**src/pkg/rcd_pkg.sv**
```systemverilog
// Shared constants and types for the small RISC core datapath.
// Assumes a single pclk domain that also serves as the oscillator.
`default_nettype none

package rcd_pkg;

  // ----------------------------------------------------------------
  // Timing
  // ----------------------------------------------------------------
  localparam int unsigned RCD_INSN_NS      = 200;  // Cycle at ref rate
  localparam int unsigned RCD_REF_OSC_MHZ  = 20;   // Reference osc rate
  // Oscillator periods per instruction cycle
  localparam int unsigned RCD_OSC_PER_INSN =
    (RCD_INSN_NS * RCD_REF_OSC_MHZ) / 1000;
  localparam logic [1:0]  RCD_PH_LAST      =
    2'(RCD_OSC_PER_INSN - 1);
  localparam logic [1:0]  RCD_PH_HALF      =
    2'(RCD_OSC_PER_INSN / 2);

  // ----------------------------------------------------------------
  // Bus register offsets and reset values
  // ----------------------------------------------------------------
  localparam logic [7:0] RCD_OFS_CTRL  = 8'h00;  // Run, osc, options
  localparam logic [7:0] RCD_OFS_PULL  = 8'h04;  // Weak pull-up enables
  localparam logic [7:0] RCD_OFS_WAKE  = 8'h08;  // Wake-on-change enables
  localparam logic [7:0] RCD_OFS_TRIS  = 8'h0C;  // Pin direction, 1 = in
  localparam logic [7:0] RCD_OFS_CORE  = 8'h10;  // PC, flags, accumulator
  localparam logic [7:0] RCD_OFS_PORT  = 8'h14;  // Pin levels and latch
  localparam logic [4:0] RCD_CTRL_RST  = 5'h05;  // Run, internal osc
  localparam logic [5:0] RCD_PULL_RST  = 6'h00;
  localparam logic [5:0] RCD_WAKE_RST  = 6'h00;
  localparam logic [5:0] RCD_TRIS_RST  = 6'h3F;
  localparam logic [5:0] RCD_OPT_PINS  = 6'h0B;  // Pins 0, 1 and 3

  // Control field positions
  localparam int unsigned RCD_CTRL_RUN    = 0;
  localparam int unsigned RCD_CTRL_OSC_LO = 1;
  localparam int unsigned RCD_CTRL_QOUT   = 3;
  localparam int unsigned RCD_CTRL_RPIN   = 4;

  // Oscillator modes
  localparam logic [1:0] RCD_OSC_LOWP  = 2'h0;  // Low power crystal
  localparam logic [1:0] RCD_OSC_XTAL  = 2'h1;  // Crystal
  localparam logic [1:0] RCD_OSC_INTRC = 2'h2;
  localparam logic [1:0] RCD_OSC_EXTRC = 2'h3;

  // ----------------------------------------------------------------
  // Data memory map
  // ----------------------------------------------------------------
  localparam int unsigned RCD_DMEM_DEPTH = 32;
  localparam logic [4:0] RCD_SPR_INDF   = 5'h00;  // Indirect window
  localparam logic [4:0] RCD_SPR_TIMER  = 5'h01;  // Plain cell here
  localparam logic [4:0] RCD_SPR_PCL    = 5'h02;
  localparam logic [4:0] RCD_SPR_STATUS = 5'h03;
  localparam logic [4:0] RCD_SPR_FSR    = 5'h04;
  localparam logic [4:0] RCD_SPR_GPIO   = 5'h06;
  localparam int unsigned RCD_ST_C  = 0;
  localparam int unsigned RCD_ST_NB = 1;
  localparam int unsigned RCD_ST_Z  = 2;
  localparam logic [7:0] RCD_STATUS_RST = 8'h18;
  localparam logic [7:0] RCD_PC_RST     = 8'h00;

  // ----------------------------------------------------------------
  // Opcode layout and function codes
  // ----------------------------------------------------------------
  localparam int unsigned RCD_OP_DEST = 5;  // 1 = result to file
  localparam int unsigned RCD_OP_SRCW = 6;  // Single op on accumulator
  localparam logic [3:0] RCD_F_NOP   = 4'h0;
  localparam logic [3:0] RCD_F_ADD   = 4'h1;
  localparam logic [3:0] RCD_F_SUB   = 4'h2;
  localparam logic [3:0] RCD_F_AND   = 4'h3;
  localparam logic [3:0] RCD_F_IOR   = 4'h4;
  localparam logic [3:0] RCD_F_XOR   = 4'h5;
  localparam logic [3:0] RCD_F_MOV   = 4'h6;
  localparam logic [3:0] RCD_F_COM   = 4'h7;
  localparam logic [3:0] RCD_F_RL    = 4'h8;
  localparam logic [3:0] RCD_F_RR    = 4'h9;
  localparam logic [3:0] RCD_F_CLR   = 4'hA;
  localparam logic [3:0] RCD_F_MOVWF = 4'hB;
  localparam logic [3:0] RCD_F_ADDL  = 4'hC;
  localparam logic [3:0] RCD_F_ANDL  = 4'hD;
  localparam logic [3:0] RCD_F_MOVL  = 4'hE;
  localparam logic [3:0] RCD_F_GOTO  = 4'hF;
  localparam logic [11:0] RCD_OP_NOP = 12'h000;

  // ----------------------------------------------------------------
  // Types
  // ----------------------------------------------------------------
  typedef struct packed {
    logic z;
    logic nb;
    logic c;
  } rcd_flags_t;

  typedef struct packed {
    logic [7:0] val;  // Result byte
    rcd_flags_t fl;   // New flag values
    rcd_flags_t upd;  // Which flags this op changes
  } rcd_alu_t;

endpackage

`default_nettype wire

```
**src/logic/rcd_core_datapath.sv**
```systemverilog
// Datapath of a small 8-bit Harvard core with pin options and APB
// control. Assumes program memory answers combinationally within
// one pclk and that pclk is the oscillator clock.
//
// Register access over APB and the register offsets were left to the implementer.
`default_nettype none

// What this block does
// [RULE_01] Fetch whole 12-bit opcode on separate bus
// [RULE_02] Fetch next opcode while current executes
// [RULE_03] Non-branch instructions finish in one cycle
// [RULE_04] Branches take two cycles, prefetch discarded
// [RULE_05] Four oscillator periods per cycle; quarter output
// [RULE_06] Special registers and PC live in data memory
// [RULE_07] 8-bit ALU: add, subtract, shift, logic
// [RULE_08] Arithmetic is two's complement
// [RULE_09] Accumulator with file or literal operand
// [RULE_10] Accumulator has no data memory address
// [RULE_11] ALU updates carry, nibble and zero flags
// [RULE_12] Subtraction carries act as borrow indications
// [RULE_13] Zero on all-zero result; no borrow sets carry
// [RULE_14] Reset pin low resets core when enabled
// [RULE_15] Reset pin keeps its pull-up on
// [RULE_16] Pins 0, 1, 3 pull-up and wake options
// [RULE_17] Crystal output only in crystal modes
// [RULE_18] Pin two feeds timer external clock
module rcd_core_datapath
  import rcd_pkg::*;
(
  input  wire logic        pclk,
  input  wire logic        presetn,
  input  wire logic [7:0]  paddr,
  input  wire logic        psel,
  input  wire logic        penable,
  input  wire logic        pwrite,
  input  wire logic [31:0] pwdata,
  input  wire logic [3:0]  pstrb,
  output logic [31:0]      prdata,
  output logic             pready,
  output logic             pslverr,
  output logic [7:0]       pmem_addr,
  output logic             pmem_rd,
  input  wire logic [11:0] pmem_data,
  input  wire logic [5:0]  gp_in,
  output logic [5:0]       gp_out,
  output logic [5:0]       gp_oe,
  output logic [5:0]       gp_pullup,
  output logic             crystal_drive,
  output logic             wake_pulse,
  output logic             timer_clk_rise,
  output logic             insn_strobe
);

  // ----------------------------------------------------------------
  // Helper functions
  // ----------------------------------------------------------------

  // Resolve the indirect window through the pointer register
  function automatic logic [4:0] rcd_eff(input logic [4:0] a,
                                         input logic [7:0] ptr);
    rcd_eff = (a == RCD_SPR_INDF) ? ptr[4:0] : a;
  endfunction

  // One ALU operation; f is file, literal or accumulator operand
  function automatic rcd_alu_t rcd_alu(input logic [3:0] fn,
                                       input logic [7:0] w,
                                       input logic [7:0] f,
                                       input logic       cin);
    logic [8:0] sum;
    logic [4:0] nib;
    rcd_alu_t   r;
    sum = 9'h000;
    nib = 5'h00;
    r   = '0;
    case (fn)
      RCD_F_ADD, RCD_F_ADDL: begin
        // Plain binary add is two's complement; see [RULE_08]
        sum       = {1'b0, w} + {1'b0, f};
        nib       = {1'b0, w[3:0]} + {1'b0, f[3:0]};
        r.val     = sum[7:0];
        r.fl.c    = sum[8];
        r.fl.nb   = nib[4];
        r.upd     = 3'b111;
      end
      RCD_F_SUB: begin
        // f - w as f + ~w + 1: carry high means no borrow;
        // see [RULE_12] [RULE_13]
        sum       = {1'b0, f} + {1'b0, ~w} + 9'h001;
        nib       = {1'b0, f[3:0]} + {1'b0, ~w[3:0]} + 5'h01;
        r.val     = sum[7:0];
        r.fl.c    = sum[8];
        r.fl.nb   = nib[4];
        r.upd     = 3'b111;
      end
      RCD_F_AND, RCD_F_ANDL: begin
        r.val     = w & f;
        r.upd.z   = 1'b1;
      end
      RCD_F_IOR: begin
        r.val     = w | f;
        r.upd.z   = 1'b1;
      end
      RCD_F_XOR: begin
        r.val     = w ^ f;
        r.upd.z   = 1'b1;
      end
      RCD_F_MOV: begin
        r.val     = f;
        r.upd.z   = 1'b1;
      end
      RCD_F_COM: begin
        r.val     = ~f;
        r.upd.z   = 1'b1;
      end
      RCD_F_RL: begin
        // Rotate through carry, only carry changes
        r.val     = {f[6:0], cin};
        r.fl.c    = f[7];
        r.upd.c   = 1'b1;
      end
      RCD_F_RR: begin
        r.val     = {cin, f[7:1]};
        r.fl.c    = f[0];
        r.upd.c   = 1'b1;
      end
      RCD_F_CLR: begin
        r.val     = 8'h00;
        r.upd.z   = 1'b1;
      end
      RCD_F_MOVWF: begin
        r.val     = w;
      end
      RCD_F_MOVL: begin
        r.val     = f;
      end
      default: begin
        r.val     = 8'h00;
      end
    endcase
    // Zero flag follows the 8-bit result; see [RULE_13]
    r.fl.z = (r.val == 8'h00);
    rcd_alu = r;
  endfunction

  // ----------------------------------------------------------------
  // Pin synchronisers and edge history
  // ----------------------------------------------------------------
  logic [5:0] pin_s1_reg;   // First stage, read by second only
  logic [5:0] pin_s2_reg;   // Safe pin levels
  logic [5:0] pin_prev_reg; // Previous safe levels

  // Two flops before any logic looks at the pins
  always_ff @(posedge pclk or negedge presetn) begin
    if (!presetn) begin
      pin_s1_reg   <= 6'h00;
      pin_s2_reg   <= 6'h00;
      pin_prev_reg <= 6'h00;
    end else begin
      pin_s1_reg   <= gp_in;
      pin_s2_reg   <= pin_s1_reg;
      pin_prev_reg <= pin_s2_reg;
    end
  end

  // ----------------------------------------------------------------
  // Bus registers
  // ----------------------------------------------------------------
  logic [4:0] ctrl_reg;      // Run, osc mode, clock out, reset pin
  logic [5:0] pull_reg;      // Pull-up requests
  logic [5:0] wake_reg;      // Wake-on-change enables
  logic [5:0] tris_reg;      // Direction, 1 = input
  logic [31:0] prdata_reg;   // Read data for the access phase
  logic [31:0] rd_mux;       // Selected read word

  wire        bus_wr   = psel & penable & pwrite & pstrb[0];
  wire        bus_set  = psel & ~penable;
  wire        hit_ctrl = (paddr == RCD_OFS_CTRL);
  wire        hit_pull = (paddr == RCD_OFS_PULL);
  wire        hit_wake = (paddr == RCD_OFS_WAKE);
  wire        hit_tris = (paddr == RCD_OFS_TRIS);
  wire        hit_core = (paddr == RCD_OFS_CORE);
  wire        hit_port = (paddr == RCD_OFS_PORT);
  wire        hit_any  = hit_ctrl | hit_pull | hit_wake | hit_tris |
                         hit_core | hit_port;
  wire [1:0]  osc_mode = ctrl_reg[RCD_CTRL_OSC_LO +: 2];
  wire        run      = ctrl_reg[RCD_CTRL_RUN];
  wire        rpin_en  = ctrl_reg[RCD_CTRL_RPIN];

  // Zero-wait slave; unmapped access errors on the access phase
  assign pready  = 1'b1;
  assign pslverr = psel & penable & ~hit_any;
  assign prdata  = prdata_reg;

  // Software writes, byte lane 0 carries every field
  always_ff @(posedge pclk or negedge presetn) begin
    if (!presetn) begin
      ctrl_reg <= RCD_CTRL_RST;
      pull_reg <= RCD_PULL_RST;
      wake_reg <= RCD_WAKE_RST;
      tris_reg <= RCD_TRIS_RST;
    end else if (bus_wr) begin
      if (hit_ctrl) ctrl_reg <= pwdata[4:0];
      if (hit_pull) pull_reg <= pwdata[5:0] & RCD_OPT_PINS; // see [RULE_16]
      if (hit_wake) wake_reg <= pwdata[5:0] & RCD_OPT_PINS; // see [RULE_16]
      if (hit_tris) tris_reg <= pwdata[5:0];
    end
  end

  // ----------------------------------------------------------------
  // Core state
  // ----------------------------------------------------------------
  logic [1:0]  phase_reg;  // Oscillator period within a cycle
  logic [7:0]  pc_reg;     // Program counter, seen at PCL
  logic [11:0] ir_reg;     // Prefetched opcode being executed
  logic [7:0]  w_reg;      // Accumulator, not memory mapped
  logic        qrate_reg;  // Quarter rate clock output
  logic        wake_reg_q; // Registered wake pulse
  logic        tclk_reg;   // Registered timer edge pulse
  logic [7:0]  dmem [RCD_DMEM_DEPTH];  // Data memory cells

  // Reset pin, when enabled, resets the core synchronously; the
  // bus registers survive so software can still see the setting
  wire core_rst = rpin_en & ~pin_s2_reg[3];  // see [RULE_14]

  // Four periods per cycle; execute on the last one
  always_ff @(posedge pclk or negedge presetn) begin
    if (!presetn) begin
      phase_reg <= 2'h0;
    end else if (core_rst) begin
      phase_reg <= 2'h0;
    end else begin
      phase_reg <= phase_reg + 2'h1;  // see [RULE_05]
    end
  end

  wire exec = run & ~core_rst & (phase_reg == RCD_PH_LAST);
  assign insn_strobe = exec;

  // ----------------------------------------------------------------
  // Decode and operand selection
  // ----------------------------------------------------------------
  wire [3:0]  fn      = ir_reg[11:8];
  wire [7:0]  lit     = ir_reg[7:0];
  wire        is_lit  = (fn == RCD_F_ADDL) | (fn == RCD_F_ANDL) |
                        (fn == RCD_F_MOVL);
  wire        is_one  = (fn == RCD_F_MOV) | (fn == RCD_F_COM) |
                        (fn == RCD_F_RL)  | (fn == RCD_F_RR);
  wire [4:0]  ea      = rcd_eff(ir_reg[4:0], dmem[RCD_SPR_FSR]);
  wire [7:0]  status  = dmem[RCD_SPR_STATUS];
  // File read; PCL and port map onto live state; see [RULE_06]
  wire [7:0]  f_rd    = (ea == RCD_SPR_PCL)  ? pc_reg :
                        (ea == RCD_SPR_GPIO) ? {2'b00, pin_s2_reg} :
                        (ea == RCD_SPR_INDF) ? 8'h00 : dmem[ea];
  // Literal, accumulator or file operand; see [RULE_09]
  wire [7:0]  opnd    = is_lit ? lit :
                        (is_one & ir_reg[RCD_OP_SRCW]) ? w_reg : f_rd;
  wire rcd_alu_t alu  = rcd_alu(fn, w_reg, opnd, status[RCD_ST_C]);
  wire        dest_f  = (fn == RCD_F_MOVWF) |
                        (~is_lit & (fn != RCD_F_GOTO) &
                         (fn != RCD_F_NOP) & ir_reg[RCD_OP_DEST]);
  wire        to_w    = ~dest_f & (fn != RCD_F_GOTO) &
                        (fn != RCD_F_NOP);
  wire        wr_f    = exec & dest_f;
  wire        pcl_wr  = wr_f & (ea == RCD_SPR_PCL);
  wire        jump    = exec & (fn == RCD_F_GOTO);
  wire        branch  = jump | pcl_wr;

  // ----------------------------------------------------------------
  // Fetch, program counter and accumulator
  // ----------------------------------------------------------------
  assign pmem_addr = pc_reg;  // Own 12-bit bus; see [RULE_01]
  assign pmem_rd   = exec;

  // Fetch overlaps execute; a branch drops the prefetched opcode
  always_ff @(posedge pclk or negedge presetn) begin
    if (!presetn) begin
      pc_reg <= RCD_PC_RST;
      ir_reg <= RCD_OP_NOP;
      w_reg  <= 8'h00;
    end else if (core_rst) begin
      pc_reg <= RCD_PC_RST;
      ir_reg <= RCD_OP_NOP;
      w_reg  <= 8'h00;
    end else if (exec) begin
      // Next opcode lands while this one executes; see [RULE_02]
      ir_reg <= branch ? RCD_OP_NOP : pmem_data;  // see [RULE_04]
      if (jump) begin
        pc_reg <= lit;
      end else if (pcl_wr) begin
        pc_reg <= alu.val;
      end else begin
        pc_reg <= pc_reg + 8'h01;  // see [RULE_03]
      end
      if (to_w) w_reg <= alu.val;  // see [RULE_10]
    end
  end

  // ----------------------------------------------------------------
  // Data memory cells
  // ----------------------------------------------------------------
  // One writer per cell; status also takes the ALU flags
  for (genvar i = 0; i < RCD_DMEM_DEPTH; i++) begin : g_cell
    localparam logic [4:0] IDX = 5'(i);
    wire        hit = wr_f & (ea == IDX);
    wire [7:0]  dat = hit ? alu.val : dmem[i];
    if (i == int'(RCD_SPR_STATUS)) begin : g_st
      // Flags land over any direct write; see [RULE_11]
      wire [7:0] nxt = {dat[7:3],
        (exec & alu.upd.z)  ? alu.fl.z  : dat[RCD_ST_Z],
        (exec & alu.upd.nb) ? alu.fl.nb : dat[RCD_ST_NB],
        (exec & alu.upd.c)  ? alu.fl.c  : dat[RCD_ST_C]};
      always_ff @(posedge pclk or negedge presetn) begin
        if (!presetn) begin
          dmem[i] <= RCD_STATUS_RST;
        end else if (core_rst) begin
          dmem[i] <= RCD_STATUS_RST;
        end else begin
          dmem[i] <= nxt;  // see [RULE_07]
        end
      end
    end else begin : g_gen
      always_ff @(posedge pclk or negedge presetn) begin
        if (!presetn) begin
          dmem[i] <= 8'h00;
        end else if (core_rst) begin
          dmem[i] <= 8'h00;
        end else begin
          dmem[i] <= dat;  // see [RULE_06]
        end
      end
    end
  end

  // ----------------------------------------------------------------
  // Pin options
  // ----------------------------------------------------------------
  wire xtal  = (osc_mode == RCD_OSC_LOWP) | (osc_mode == RCD_OSC_XTAL);
  wire qout  = ~xtal & ctrl_reg[RCD_CTRL_QOUT];
  wire [5:0] latch = dmem[RCD_SPR_GPIO][5:0];
  wire [5:0] chg   = (pin_s2_reg ^ pin_prev_reg) & wake_reg;

  // Crystal driver only in the two crystal modes; see [RULE_17]
  assign crystal_drive = xtal;
  // Pin 3 is input only; pin 4 is lost to crystal or clock out
  assign gp_oe = {~tris_reg[5], ~xtal & (qout | ~tris_reg[4]),
                  1'b0, ~tris_reg[2:0]};
  assign gp_out = {latch[5], qout ? qrate_reg : latch[4], latch[3:0]};
  // Reset pin keeps its pull-up whatever software says
  assign gp_pullup = pull_reg | {2'b00, rpin_en, 3'b000};  // see [RULE_15]
  assign wake_pulse     = wake_reg_q;
  assign timer_clk_rise = tclk_reg;

  // Quarter rate output, pin change wake and timer edge
  always_ff @(posedge pclk or negedge presetn) begin
    if (!presetn) begin
      qrate_reg  <= 1'b0;
      wake_reg_q <= 1'b0;
      tclk_reg   <= 1'b0;
    end else begin
      qrate_reg  <= (phase_reg + 2'h1) >= RCD_PH_HALF;  // see [RULE_05]
      wake_reg_q <= |chg;                               // see [RULE_16]
      tclk_reg   <= pin_s2_reg[2] & ~pin_prev_reg[2];   // see [RULE_18]
    end
  end

  // ----------------------------------------------------------------
  // Read path
  // ----------------------------------------------------------------
  assign rd_mux =
    hit_ctrl ? {27'h0, ctrl_reg} :
    hit_pull ? {26'h0, pull_reg} :
    hit_wake ? {26'h0, wake_reg} :
    hit_tris ? {26'h0, tris_reg} :
    hit_core ? {8'h00, pc_reg, status, w_reg} :
    hit_port ? {18'h0, pin_s2_reg, 2'b00, latch} : 32'h0;

  // Read data captured in setup so it stands in the access phase
  always_ff @(posedge pclk or negedge presetn) begin
    if (!presetn) begin
      prdata_reg <= 32'h0;
    end else if (bus_set & ~pwrite) begin
      prdata_reg <= rd_mux;
    end
  end

endmodule

`default_nettype wire

```
**config.mk**
```make
export PLATFORM = sky130hd
export DESIGN_NAME = rcd_core_datapath
export DESIGN_NICKNAME = d
export VERILOG_FILES = /design/src/pkg/rcd_pkg.sv /design/src/logic/rcd_core_datapath.sv
export SDC_FILE = /design/constraint.sdc
export NUM_CORES = 1
export LEC_CHECK = 0
export BUFFER_PORTS_ARGS = -buffer_cell sky130_fd_sc_hd__buf_2
export CELL_PAD_IN_SITES_DETAIL_PLACEMENT = 2
export CELL_PAD_IN_SITES_GLOBAL_PLACEMENT = 2
export CORE_MARGIN = 3
export CORE_UTILIZATION = 30
export CTS_CLUSTER_SIZE = 25
export DETAILED_ROUTE_END_ITERATION = 16
export PLACE_DENSITY = 0.73
export SETUP_SLACK_MARGIN = 0.5
export SLEW_MARGIN = 20
export SYNTH_ARGS = -nofsm -noshare
export SYNTH_HDL_FRONTEND = slang
export SYNTH_SLANG_ARGS = --single-unit
```
**constraint.sdc**
```tcl
create_clock -name pclk -period 14 [get_ports pclk]
set_clock_uncertainty 0.05 [all_clocks]
set_input_delay 2.8 -clock pclk [delete_from_list [all_inputs] [get_ports pclk]]
set_output_delay 2.8 -clock pclk [all_outputs]
set_load 0.03 [all_outputs]
```
==> summary.md <==
| Metric | Value |
|---|---|
| Net Switching | `0.000608 W` |
| Worst slew pin tran | `1.35 ns` |
| Most frequent CP cell | `buf_4` |
| Largest net degree at the start of global routing | `195` |
| Full die area | `0.0668 mm2` |
| Register-to-register setup slack | `5.58 ns` |
| Drt wl/cell | `27.3 um` |
| Setup Buffers After CTS | `0` |
| Slew Limit Fails | `0` |
| Setup crit end kind | `flop` |
| R2R depth | `21` |
| Synth top area share | `0.440` |
| Area growth syn-to-layout | `13.3%` |
| Nets | `2126` |
| Pwr per Cell Area | `106 mW/mm2` |
| Initial core utilization | `0.306` |
| RSZ-0062 raised after global routing | `false` |
| Fin. Hold Viols | `0` |
| Rows | `91` |
| Final weighted congestion in routability-driven placement | `0.862` |
| Yosys top cell by area | `dfrtp_1` |
| HPWL after DPL | `52.7 mm` |
| Slowest cell delay on critical path | `0.90 ns` |
| Share of power burned in registers | `0.445` |
| Top-count cell post-synth | `dfrtp_1` |
| Antenna diodes | `0` |
| Hold path startpoint | `pin_s1_reg[3]` |
| Boundary Pins | `132` |
| Netlist cell types | `85` |
| Setup crit start kind | `flop` |
| Sw frac | `0.265` |
| Maximum root-to-sink buffer count | `3` |
| Clock Tree Root | `clkbuf_16` |
| Combinational power share | `0.078` |
| Peak fanout along the critical path | `56` |
| CTS H-tree depth | `2` |
| Fin crit share | `0.601` |
| Clock power frac | `0.477` |
| Die Span Y | `258 um` |
| Required @ worst endpoint | `14.40 ns` |
| Launch point of the worst path | `ir_reg[2]` |
| Post-CTS Resized | `0` |
| Post-synth EDFFs | `0` |
| Worst Setup EP | `pmem_addr[3]` |
| Die width | `258 um` |
| Post-synth top flop | `dfrtp_1` |
| Crit Reg-Reg Startpoint | `ir_reg[2]` |
| Fin Setup TNS | `0 ns` |
| # DRC | `0` |
| Register bit total from synthesis | `346` |
| First-pass GRT wire length | `122 mm` |
| TritonRoute pass-1 iters | `5` |
| Total congestion overflow | `0` |
| Mapped cell area | `0.0191 mm2` |
| Peak Freq | `119 MHz` |
| Post-route ant nets | `0` |
| Min-Delay Path Class | `reg2reg` |
| CP Cell Sequence | `or2_2, buf_4, o21ai_4, buf_4, mux2i_1, nor3_1, a2111oi_0, buf_4, o211ai_1, and2_1, ha_1, nor2b_1, o21bai_1, nand2_1, a221o_1, a21oi_1, o21ai_0, a32oi_1, and3_2, a211oi_1, a221o_1` |
| Slowest CP cell | `and3_2` |
| Seq/Total Area, Yosys | `0.454` |
| Core ar. | `0.0624 mm2` |
| Initial antenna violation count | `1` |
| Pleak | `8.99 nW` |
| Layout cells sized above 1 | `0.157` |
| Clock Sinks | `346` |
| # Max-Cap Violations | `0` |
| Hold path depth | `0` |
| Clock buffer count from CTS | `42` |
| Reg-to-Reg End | `pmem_addr[3]` |
| CP Data Arrival Time | `8.82 ns` |
| Vias/cell | `5.90` |
| Final WL | `79.2 mm` |
| Tot GR Track Use | `0.236` |
| Vias in the first global route | `18715` |
| Cell Int Power | `0.00168 W` |
| Top cells by area, synth | `dfrtp_1 44%, a211oi_1 8.0%, nor2_1 6.4%` |
| Worst-Skew Late Latency | `0.59 ns` |
| Synth top cells by count | `336 x dfrtp_1, 324 x nor2_1, 203 x a211oi_1` |
| Cell count after synthesis | `2025` |
| Status | `finished, final reports clean` |
| Synthesis warning total | `0` |
| Placement Setup Slack | `5.78 ns` |
| Rel. slew slack | `0.0998` |
| Setup CP Type | `reg2reg` |
| Worst-path clk slew | `0.06 ns` |
| Final WS setup | `5.58 ns` |
| Syn_area_per_cell | `9.44 um2` |
| Setup violators final | `0` |
| Cts hold-fix bufs | `0` |
| FFs w/ async S/R, synth | `1.00` |
| Port-buffer cells | `89` |
| CTS tree | `yes` |
| Drt initial violations | `1260` |
| DR vias | `17100` |
| Peak VDD IR | `0.0719 mV` |
| Min cycle time layout | `8.42 ns` |
| Max reg flops | `243` |
==> cell usage in the layout, fill, tap and decap left out, types with 10 or more instances in the layout <==
cell type / count
a2111oi_0: 25
a211oi_1: 203
a211oi_2: 30
a21oi_1: 85
a221oi_1: 31
a22o_1: 27
a22oi_1: 21
a32oi_1: 15
buf_2: 88
buf_4: 54
clkbuf_16: 42
clkinv_2: 12
conb_1: 13
dfrtp_1: 336
dfstp_2: 10
ha_1: 27
inv_1: 39
mux2_2: 23
mux2i_1: 57
nand2_1: 134
nand2b_1: 12
nand3_1: 41
nand4_1: 11
nor2_1: 317
nor2b_1: 22
nor3_1: 25
o211a_1: 27
o211ai_1: 12
o21ai_0: 90
o31ai_1: 15
==> stage by stage <==
stage	util	hold slack (ns)	instance area, um2	std cells	power, W
6_report	0.347	0.309	21700	2898	0.00229
2_1_floorplan	-	0.281	19100	2036	0.00113
4_1_cts	0.347	0.316	21600	2897	0.00232
3_5_place_dp	0.325	0.287	20300	2822	0.00122
3_3_place_gp	0.324	0.291	20200	2821	0.00121
5_1_grt	0.347	0.315	21700	2898	0.00237
==> layer usage <==
layer / wire (um) / track usage / up-vias / share of wire
li1: - / - / 7481 / -
met1: 33800 / 0.302 / 9070 / 0.43
met3: 3620 / 0.0337 / 148 / 0.046
met4: 2830 / 0.0832 / 2 / 0.036
met2: 38900 / 0.406 / 399 / 0.49
met5: 11 / 0 / - / 0.00014
==> cells by family (layout without fill, tap and decap cells) <==
kind of cell | after synthesis | after routing | synth area share
buf+inv | 236 | 261 | 0.0559
compound gates | 684 | 684 | 0.269
other cells | 2 | 13 | 0.000393
simple gates | 631 | 631 | 0.146
fa+ha+maj | 29 | 29 | 0.0198
flops | 346 | 346 | 0.454
xor+xnor | 12 | 12 | 0.00550
mux | 85 | 85 | 0.0493
==> power by group through the flow <==
stage                     combinational [W]  clock [W]  sequential, W
final                              0.000178    0.00109        0.00102
after CTS                          0.000178    0.00112        0.00102
after global placement             0.000171          0        0.00104
after global routing               0.000192    0.00115        0.00102
after floorplan                   0.0000974          0        0.00104
after detailed placement           0.000177          0        0.00104
==> cell type report <==
type	instances	area, um2
multi-input combinational	1454	9530
fill	6883	40700
clock inverter	17	166
inverter	40	150
timing repair buffer	146	907
tap	837	1050
sequential	346	8670
clock buffer	58	1180
==> worst max-delay path: cells and delay by family, from the launching register on <==
kind	cells	cell delay, ns
and+or+nand+nor	6	1.98
buffers and inverters	3	1.32
DFF	1	0.69
AOI/OAI and AO/OA	10	3.49
muxes	1	0.30
adders and majority gates	1	0.35
==> worst min path at each step <==
stage,to,slack (ns)
2_1_floorplan,pin_s2_reg[0],0.28
3_3_place_gp,pin_s2_reg[5],0.29
3_5_place_dp,pin_s2_reg[2],0.29
4_1_cts,pin_s2_reg[3],0.32
5_1_grt,pin_s2_reg[3],0.32
6_report,pin_s2_reg[3],0.31
Power figures use the tool's default switching activity.
